==> config.mk <==
export PLATFORM = sky130hd
export DESIGN_NAME = isx_exec
export DESIGN_NICKNAME = d
export VERILOG_FILES = /design/src/rtl/isx_pkg.sv /design/src/rtl/isx_addr.sv /design/src/rtl/isx_exec.sv
export SDC_FILE = /design/constraint.sdc
export NUM_CORES = 1
export LEC_CHECK = 0
export BUFFER_PORTS_ARGS = -buffer_cell sky130_fd_sc_hd__buf_2
export CORE_ASPECT_RATIO = 1.25
export CORE_MARGIN = 5
export CORE_UTILIZATION = 45
export DETAILED_ROUTE_END_ITERATION = 10
export PLACE_DENSITY = 0.74
export SLEW_MARGIN = 20
export SYNTH_ARGS = -nofsm -noshare
export SYNTH_HDL_FRONTEND = slang
export SYNTH_SLANG_ARGS = --single-unit
==> constraint.sdc <==
create_clock -name MCLK -period 1.6 [get_ports MCLK]
set_input_delay 0.16 -clock MCLK [delete_from_list [all_inputs] [get_ports MCLK]]
set_output_delay 0.16 -clock MCLK [all_outputs]
set_load 0.005 [all_outputs]
==> src/rtl/isx_pkg.sv <==
// isx_pkg: shared constants and types
package isx_pkg;

  // ****************************************************************
  // widths
  // ****************************************************************
  localparam int unsigned DATA_W = 8;
  localparam int unsigned ADDR_W = 12;
  localparam int unsigned BANK_W = 4;
  localparam int unsigned INSN_W = 16;

  // ****************************************************************
  // opcode fields
  // ****************************************************************
  localparam int unsigned OP6_HI = 15;
  localparam int unsigned OP6_LO = 10;
  localparam int unsigned OP8_LO = 8;
  localparam int unsigned DST_BIT = 9;
  localparam int unsigned ACC_BIT = 8;
  localparam logic [5:0] OPC_INC_NZ = 6'h12;   // 0100 10
  localparam logic [5:0] OPC_INC_Z  = 6'h0F;   // 0011 11
  localparam logic [7:0] OPC_OR_LIT = 8'h09;   // 0000 1001

  // ****************************************************************
  // addressing
  // ****************************************************************
  localparam logic [7:0] ACCESS_SPLIT = 8'h60;
  localparam logic [7:0] INDEX_LIMIT  = 8'h5F;
  localparam logic [3:0] ACCESS_LOW   = 4'h0;
  localparam logic [3:0] ACCESS_HIGH  = 4'hF;

  // ****************************************************************
  // skip counts and reset values
  // ****************************************************************
  localparam logic [1:0] NOP_NONE = 2'h0;
  localparam logic [1:0] NOP_ONE  = 2'h1;
  localparam logic [1:0] NOP_TWO  = 2'h2;
  localparam logic [7:0] W_RESET  = 8'h00;
  localparam logic [7:0] BYTE_ONE = 8'h01;
  localparam logic [7:0] BYTE_ZERO = 8'h00;

  // ****************************************************************
  // types
  // ****************************************************************
  typedef enum logic [1:0] {
    PH_Q1 = 2'h0,
    PH_Q2 = 2'h1,
    PH_Q3 = 2'h3,
    PH_Q4 = 2'h2
  } isx_phase_type;

  typedef enum logic [1:0] {
    OP_NONE   = 2'h0,
    OP_INC_NZ = 2'h1,
    OP_INC_Z  = 2'h2,
    OP_OR_LIT = 2'h3
  } isx_op_type;

  typedef struct packed {
    isx_op_type  kind;
    logic        dst;
    logic        acc;
    logic [7:0]  lit;
  } isx_dec_type;

  typedef struct packed {
    logic [ADDR_W-1:0] addr;
    logic              rd;
    logic              wr;
    logic [DATA_W-1:0] wdata;
  } isx_mem_type;

endpackage

==> src/rtl/isx_addr.sv <==
// isx_addr: resolves the 8-bit file field to a data memory address
`timescale 1ns/1ps
`default_nettype none

module isx_addr (
  // operand field
  input  wire logic [7:0]                 fsel,
  input  wire logic                       acc,
  // bank and mode
  input  wire logic [isx_pkg::BANK_W-1:0] bank,
  input  wire logic                       ext_en,
  input  wire logic [isx_pkg::ADDR_W-1:0] index_base,
  // result
  output logic      [isx_pkg::ADDR_W-1:0] addr,
  output logic                            indexed
);

  always_comb begin
    indexed = ext_en && !acc && (fsel <= isx_pkg::INDEX_LIMIT);
    if (indexed) begin
      // offset wraps inside the data space, as the pointer would
      addr = index_base + {4'h0, fsel};
    end else if (acc) begin
      addr = {bank, fsel};
    end else if (fsel < isx_pkg::ACCESS_SPLIT) begin
      addr = {isx_pkg::ACCESS_LOW, fsel};
    end else begin
      addr = {isx_pkg::ACCESS_HIGH, fsel};
    end
  end

endmodule // isx_addr

`default_nettype wire

==> src/rtl/isx_exec.sv <==
// isx_exec: executes increment-and-skip and OR-literal instructions
`timescale 1ns/1ps
`default_nettype none

module isx_exec (
  // clock and reset
  input  wire logic                       MCLK,
  input  wire logic                       RST,
  // fetch pipeline
  input  wire logic [isx_pkg::INSN_W-1:0] INSTR_WORD,
  input  wire logic                       INSTR_VALID,
  input  wire logic                       NEXT_TWO_WORD,
  // mode and bank
  input  wire logic                       EXT_SET_EN,
  input  wire logic [isx_pkg::BANK_W-1:0] BANK_SELECT,
  input  wire logic [isx_pkg::ADDR_W-1:0] INDEX_BASE,
  // data memory
  output logic      [isx_pkg::ADDR_W-1:0] MEM_ADDR,
  output logic                            MEM_RD,
  output logic                            MEM_WR,
  output logic      [isx_pkg::DATA_W-1:0] MEM_WDATA,
  input  wire logic [isx_pkg::DATA_W-1:0] MEM_RDATA,
  // core state
  output logic      [isx_pkg::DATA_W-1:0] WREG,
  output logic                            FLAG_N,
  output logic                            FLAG_Z,
  // sequencing
  output logic      [1:0]                 Q_PHASE,
  output logic                            SKIP_FLUSH,
  output logic                            NOP_CYCLE
);

  // ****************************************************************
  // helpers
  // ****************************************************************
  function automatic logic [7:0] inc8(input logic [7:0] v);
    inc8 = 8'(v + isx_pkg::BYTE_ONE);
  endfunction

  function automatic logic skip_on(input isx_pkg::isx_op_type k, input logic [7:0] r);
    skip_on = ((k == isx_pkg::OP_INC_NZ) && (r != isx_pkg::BYTE_ZERO))
           || ((k == isx_pkg::OP_INC_Z) && (r == isx_pkg::BYTE_ZERO));
  endfunction

  isx_pkg::isx_phase_type phase_r;
  isx_pkg::isx_dec_type   dec_r;
  isx_pkg::isx_dec_type   dec_nxt;
  isx_pkg::isx_mem_type   mem_r;
  logic [1:0]             nop_left_r;
  logic [7:0]             w_r;
  logic                   n_r;
  logic                   z_r;
  logic                   flush_r;
  logic                   nop_r;
  logic [isx_pkg::ADDR_W-1:0] res_addr;
  logic                   res_indexed;
  logic [7:0]             instr_f;
  logic [7:0]             inc_val;
  logic                   is_inc;
  logic [7:0]             or_val;

  assign instr_f = INSTR_WORD[7:0];
  assign inc_val = inc8(MEM_RDATA);
  assign is_inc  = (dec_r.kind == isx_pkg::OP_INC_NZ) || (dec_r.kind == isx_pkg::OP_INC_Z);
  assign or_val  = w_r | dec_r.lit;

  // ****************************************************************
  // operand address
  // ****************************************************************
  isx_addr u_addr (
    .fsel       (instr_f),
    .acc        (INSTR_WORD[isx_pkg::ACC_BIT]),
    .bank       (BANK_SELECT),
    .ext_en     (EXT_SET_EN),
    .index_base (INDEX_BASE),
    .addr       (res_addr),
    .indexed    (res_indexed)
  );

  // ****************************************************************
  // decode
  // ****************************************************************
  always_comb begin
    dec_nxt      = '0;
    dec_nxt.kind = isx_pkg::OP_NONE;
    dec_nxt.dst  = INSTR_WORD[isx_pkg::DST_BIT];
    dec_nxt.acc  = INSTR_WORD[isx_pkg::ACC_BIT];
    dec_nxt.lit  = instr_f;
    if (INSTR_VALID && (nop_left_r == isx_pkg::NOP_NONE)) begin
      if (INSTR_WORD[isx_pkg::OP6_HI:isx_pkg::OP6_LO] == isx_pkg::OPC_INC_NZ) begin
        dec_nxt.kind = isx_pkg::OP_INC_NZ;
      end else if (INSTR_WORD[isx_pkg::OP6_HI:isx_pkg::OP6_LO] == isx_pkg::OPC_INC_Z) begin
        dec_nxt.kind = isx_pkg::OP_INC_Z;
      end else if (INSTR_WORD[isx_pkg::OP6_HI:isx_pkg::OP8_LO] == isx_pkg::OPC_OR_LIT) begin
        dec_nxt.kind = isx_pkg::OP_OR_LIT;
      end
    end
  end

  // ****************************************************************
  // four-phase instruction cycle
  // ****************************************************************
  always_ff @(posedge MCLK or posedge RST) begin
    if (RST) begin
      phase_r <= isx_pkg::PH_Q1;
    end else begin
      unique case (phase_r)
        isx_pkg::PH_Q1: phase_r <= isx_pkg::PH_Q2;
        isx_pkg::PH_Q2: phase_r <= isx_pkg::PH_Q3;
        isx_pkg::PH_Q3: phase_r <= isx_pkg::PH_Q4;
        isx_pkg::PH_Q4: phase_r <= isx_pkg::PH_Q1;
      endcase
    end
  end

  // instruction latched at the close of Q1; held for the whole cycle
  always_ff @(posedge MCLK or posedge RST) begin
    if (RST) begin
      dec_r <= '0;
      nop_r <= 1'b0;
    end else if (phase_r == isx_pkg::PH_Q1) begin
      dec_r <= dec_nxt;
      nop_r <= (nop_left_r != isx_pkg::NOP_NONE);
    end
  end

  // ****************************************************************
  // data memory: read in Q2, write in Q4
  // ****************************************************************
  always_ff @(posedge MCLK or posedge RST) begin
    if (RST) begin
      mem_r <= '0;
    end else begin
      unique case (phase_r)
        isx_pkg::PH_Q1: begin
          mem_r.addr <= res_addr;
          mem_r.rd   <= (dec_nxt.kind == isx_pkg::OP_INC_NZ)
                     || (dec_nxt.kind == isx_pkg::OP_INC_Z);
          mem_r.wr   <= 1'b0;
        end
        isx_pkg::PH_Q2: begin
          mem_r.rd <= 1'b0;
        end
        isx_pkg::PH_Q3: begin
          // a clear destination bit leaves the file register alone
          mem_r.wr    <= is_inc && dec_r.dst;
          mem_r.wdata <= inc_val;
        end
        isx_pkg::PH_Q4: begin
          mem_r.wr <= 1'b0;
        end
      endcase
    end
  end

  // ****************************************************************
  // working register and flags
  // ****************************************************************
  always_ff @(posedge MCLK or posedge RST) begin
    if (RST) begin
      w_r <= isx_pkg::W_RESET;
      n_r <= 1'b0;
      z_r <= 1'b0;
    end else if (phase_r == isx_pkg::PH_Q3) begin
      if (is_inc && !dec_r.dst) begin
        w_r <= inc_val;
      end else if (dec_r.kind == isx_pkg::OP_OR_LIT) begin
        w_r <= or_val;
        n_r <= or_val[7];
        z_r <= (or_val == isx_pkg::BYTE_ZERO);
      end
    end
  end

  // ****************************************************************
  // skip
  // ****************************************************************
  // the width of the next word is only known to fetch, so it is sampled late
  always_ff @(posedge MCLK or posedge RST) begin
    if (RST) begin
      nop_left_r <= isx_pkg::NOP_NONE;
      flush_r    <= 1'b0;
    end else begin
      flush_r <= 1'b0;
      if ((phase_r == isx_pkg::PH_Q3) && skip_on(dec_r.kind, inc_val)) begin
        nop_left_r <= NEXT_TWO_WORD ? isx_pkg::NOP_TWO : isx_pkg::NOP_ONE;
        flush_r    <= 1'b1;
      end else if ((phase_r == isx_pkg::PH_Q1) && (nop_left_r != isx_pkg::NOP_NONE)) begin
        nop_left_r <= 2'(nop_left_r - isx_pkg::NOP_ONE);
      end
    end
  end

  assign MEM_ADDR   = mem_r.addr;
  assign MEM_RD     = mem_r.rd;
  assign MEM_WR     = mem_r.wr;
  assign MEM_WDATA  = mem_r.wdata;
  assign WREG       = w_r;
  assign FLAG_N     = n_r;
  assign FLAG_Z     = z_r;
  assign Q_PHASE    = phase_r;
  assign SKIP_FLUSH = flush_r;
  assign NOP_CYCLE  = nop_r;

  logic q3_inc;
  assign q3_inc = (phase_r == isx_pkg::PH_Q3) && is_inc;
endmodule // isx_exec

`default_nettype wire

==> reports/summary.txt, run 1 <==
slowest stage delay, CP: 0.25 ns
Worst slew margin: 0.6789
R2R setup slack: 0.08 ns
total leakage power: 1.706 nW
synthesis warning total: 0
FF+latch count, synth: 49
Post-DP Area: 3453 µm²
top-count cell post-synth: nand2_1
initial antenna violation count: 0
Fin Hold WS: 0.08223 ns
IO buf count: 80
post-synth net total: 371
Startpoint Class: input port
Tmin final: 1.521 ns
global-route wire length before repair: 10980 µm
fin cells: 492
area of the multi-input gates: 1460 µm²
clk sink count: 49
total power: 2.907 mW
Netlist cell types: 43
WP buf/inv: 3
Hold Vio Cnt, Final: 0
critical path class: in2reg
CTS tree: yes
Top delay family on crit path: compound AO/OA/AOI/OAI gates
core area: 5818 µm²
total negative slack: 0 ns
worst-path fanout max: 3
# DRC: 0
top cells by instance count after synthesis: nand2_1, dfrtp_1, a21oi_1
Iter 0 DRT Violations: 122
worst vdd ir: 0.3957 mV
Max Fclk: 0.6574 GHz
Setup violations, final: 0
final WL: 6626 µm
synthesized cell area: 2688 µm²
via count: 2605
routed vias/inst: 5.295
register area share after synthesis: 0.4562
RSZ-0062 raised after global routing: false
vias in the first global route: 2573
CP max stage cell: ha_4
Reg area: 1226 µm²
Avg WL per Cell: 13.47 µm
most area-consuming cells after synthesis: dfrtp_1, nand2_1, a21oi_1, ha_1, nor2_1
type of the tightest min-delay check: in2reg
layout cells sized above 1: 0.3192
number of CTS-inserted buffers: 5
# placed instances: 483
Clock Tree Root: clkbuf_8
Req. time, crit path: 1.78 ns
PwrDens: 803.0 nW/µm²
full die area: 7628 µm²
Critical Path End Type: flop
Slew @ Worst Pin: 0.4810 ns
die height: 96.41 µm
Max Cap Viol: 0
largest net degree at the start of global routing: 29
Main synth FF type: dfrtp_1
cells after synthesis: 312
Design Area, Final: 3620 µm²
Post-DRT Antenna Nets: 0
Worst-Skew Late Latency: 0.29 ns
outcome: finished, final reports clean
die width: 79.12 µm
asr flop ratio synth: 1.000
Filler Cell Count: 534
Clock transition at path regs: 0.08 ns
Initial Util: 0.4619
total grt overflow: 0
antenna cells: 0
number of synthesized flops with an enable pin: 0
Area Overhead vs Synth: 34.68%
row count: 31
Arr. time, crit path: 1.70 ns
Final nets: 484
# IOs: 81
max-slew violations: 0
Setup Skew: 0.002090 ns
Placer Congestion: 0.8688
clock tree buffer depth: 2
final worst path period share: 0.9507
crit-path cells: buf_2, ha_4, buf_4, a21oi_2, nand2b_1, o211ai_1, nand2_1, buf_4, a211o_1
Most common cell on crit path: buf_4
Post-Syn Area per Cell: 8.614 µm²
Final HPWL DP: 5455 µm
1st-pass router iterations: 6
largest area contributor in the netlist: dfrtp_1
Yosys top cell area share: 0.4562
GRT Overall Usage: 0.1782
CTS H-Tree Depth: 2
[flip-flops by register name (all words and copies together) (netlist names)]
signal	flops
MEM_WR	1
FLAG_N	1
NOP_CYCLE	1
dec_r	11
MEM_RD	1
Q_PHASE	2
WREG	8
FLAG_Z	1
MEM_WDATA	8
SKIP_FLUSH	1
MEM_ADDR	12
nop_left_r	2
[stage by stage]
step	util	setup slack (ns)
CTS	0.6157	0.04489
detailed placement	0.5935	-0.2688
global placement	0.5935	-0.2112
global route	0.6222	0.001463
floorplan	-	0.005074
finish	0.6222	0.07888
[final timing paths]
kind,from,cells past startpoint,to
max reg2reg,dec_r[10],8,FLAG_N
min,INSTR_WORD[9],3,dec_r[9]
max,INSTR_WORD[4],9,MEM_ADDR[10]
min in group asynchronous,RST,3,MEM_WDATA[7]
max in group asynchronous,RST,4,MEM_RD
min reg2reg,MEM_WDATA[3],2,MEM_WDATA[3]
[where the power goes]
| group | total (mW) | switching, mW | internal, mW |
|---|---|---|---|
| clock | 0.894 | 0.384 | 0.510 |
| combinational | 0.623 | 0.311 | 0.312 |
| sequential | 1.39 | 0.0545 | 1.34 |
[layout make-up]
cell class | count | area share
inverters | 13 | 0.01348
well taps | 66 | 0.02281
clock buffers | 7 | 0.02385
repair buffers | 116 | 0.1894
flip-flops and latches | 49 | 0.3387
clock inverters | 1 | 0.008296
multi-input cells | 240 | 0.4034
[placed cells by master, fill, tap and decap left out, types with 6 or more instances in the layout]
master / netlist / final
buf_4: 0 / 34
o21ai_0: 25 / 24
nand3_1: 8 / 8
dfrtp_1: 49 / 49
nor2_1: 34 / 33
clkbuf_8: 0 / 6
nand2_1: 54 / 54
o21a_1: 7 / 7
xnor2_1: 7 / 7
buf_2: 0 / 80
ha_1: 13 / 11
inv_1: 13 / 11
a21oi_1: 38 / 36
[cell families after synthesis]
| kind of cell | after synthesis | synth area share |
|---|---|---|
| and+or+nand+nor | 124 | 0.2058 |
| adders and majority gates | 14 | 0.06797 |
| AOI/OAI and AO/OA | 89 | 0.1951 |
| xor gates and xnor gates | 12 | 0.03911 |
| muxes | 1 | 0.003725 |
| buffers and inverters | 23 | 0.03213 |
| DFF | 49 | 0.4562 |
[repair_timing]
item / CTS / global route
endpoints found under the setup margin: 1 / 3
pin swaps: 0 / 3
gates resized for setup: 1 / 6
buffers inserted: 0 / 0
hold buffers: 1 / 0
endpoints found under the hold margin: 21 / 0
[worst register-to-register path, delay by kind of cell, from the launching register on]
family / cells / cell delay [ns]
AND/OR/NAND/NOR: 4 / 0.38
AO/OA/AOI/OAI: 1 / 0.08
buffers and inverters: 2 / 0.23
adder cells (fa/ha/maj): 1 / 0.32
flip-flops: 1 / 0.39
[per-layer routing]
layer  up-vias  GRT usage  part of all wire
met2        82     0.3237              0.51
met5         -          0                 0
met4         0    0.06734             0.017
met1      1195     0.2060              0.41
met3        13    0.03711             0.056
li1       1315          -                 -
(Power assumes the default switching activity.)
==> run 2, diff against run 1 <==
Settings changed: CORE_ASPECT_RATIO 1.25 to unset.
==> reports/summary.txt, run 2 (synthesis gave the netlist of run 1 again) <==
number of CTS-inserted buffers: 5
Place WS: -0.3299 ns
Final nets: 487
Clock Tree Root: clkbuf_8
# placed instances: 494
CTS H-Tree Depth: 2
worst-path fanout max: 3
Util after Layout: 0.6176
length of routed met2 wiring: 3321 µm
clk sink count: 49
core area: 5851 µm²
# IOs: 81
layout cells sized above 1: 0.3240
Iter 0 DRT Violations: 129
global-route wire length before repair: 11330 µm
GRT Overall Usage: 0.1846
worst vdd ir: 0.5169 mV
top sig layer: met4
Area Overhead vs Synth: 34.45%
total power: 2.817 mW
max reg flops: 12
final worst path period share: 0.9469
PwrDens: 779.5 nW/µm²
total grt overflow: 0
Critical Path End Type: flop
outcome: finished, final reports clean
most common cell after layout, fill and taps aside: buf_2
final WL: 6761 µm
1st-pass router iterations: 4
routed vias/inst: 5.228
Slew @ Worst Pin: 0.4198 ns
fin cells: 504
type of the tightest min-delay check: in2reg
Setup Skew: 0.01080 ns
metal3 WL: 419 µm
largest net degree at the start of global routing: 22
Max Fclk: 0.6601 GHz
Worst-Skew Late Latency: 0.31 ns
Placer Congestion: 0.8853
Arr. time, crit path: 1.71 ns
vias in the first global route: 2593
Post-Route M1 WL: 2910 µm
IO buf count: 80
Setup WS post-layout: 0.08501 ns
Initial Util: 0.4594
CTS tree: yes
total leakage power: 1.712 nW
die width: 87.28 µm
Clock transition at path regs: 0.08 ns
Max Cap Viol: 0
via count: 2635
RSZ-0062 raised after global routing: true
initial antenna violation count: 0
Fin Hold WS: 0.08975 ns
commonest non-fill, non-tap cells in the layout: buf_2, nand2_1, dfrtp_1
max-slew violations: 0
antenna cells: 0
Setup violations, final: 0
Final HPWL DP: 5469 µm
die height: 87.28 µm
Startpoint Class: input port
row count: 28
# DRC: 0
Worst slew margin: 0.7197
Tmin final: 1.515 ns
Hold Vio Cnt, Final: 0
Req. time, crit path: 1.79 ns
Post-DRT Antenna Nets: 0
Avg WL per Cell: 13.41 µm
clock tree buffer depth: 2
critical path class: in2reg
full die area: 7618 µm²
[run 2: worst max-delay path, cell delays in order]
cell	delay, ns
buf_2	0.10
ha_1	0.24
buf_4	0.16
a21oi_1	0.16
nand2b_1	0.10
o211ai_1	0.27
nand2_1	0.12
buf_4	0.15
a211o_1	0.24
[run 2: what timing repair did]
item | in CTS | in global routing
hold endpoints to repair | 18 | 0
pin swaps | 0 | 1
gates resized for setup | 1 | 3
setup endpoints to repair | 1 | 6
buffers inserted | 0 | 1
hold buffers | 1 | 0
[run 2: metal layers]
layer	up-vias	GRT usage
met5	-	0
met4	0	0.05997
met3	16	0.03879
met2	78	0.3185
met1	1216	0.2288
li1	1325	-
[run 2: where the power goes]
part | total (mW) | switching (mW) | internal [mW]
sequential | 1.40 | 0.0628 | 1.34
clock | 0.803 | 0.411 | 0.391
combinational | 0.615 | 0.304 | 0.311
[run 2: final timing paths]
kind                               start  slack, ns  depth (start not counted)           end
min                        INSTR_WORD[9]       0.09                          3      dec_r[9]
max                        INSTR_WORD[3]       0.09                          9  MEM_ADDR[10]
max in group asynchronous            RST       0.63                          4    Q_PHASE[0]
min in group asynchronous            RST       0.38                          3       WREG[5]
max reg2reg                   Q_PHASE[0]       0.12                          6  MEM_ADDR[10]
min reg2reg                   Q_PHASE[0]       0.47                          0    Q_PHASE[1]
[run 2: final cells by class]
type	count	area, µm²
inverters	13	48.80
well taps	75	93.84
clock inverters	1	5.005
flip-flops and latches	49	1227
clock buffers	7	96.34
multi-input cells	240	1446
fillers	516	2237
repair buffers	119	695.7
[run 2: stage by stage]
step,TNS [ns],area (µm²)
2_1_floorplan,0,2733
3_3_place_gp,-1.023,3467
3_5_place_dp,-1.474,3467
4_1_cts,0,3586
5_1_grt,-0.02185,3613
6_report,0,3613
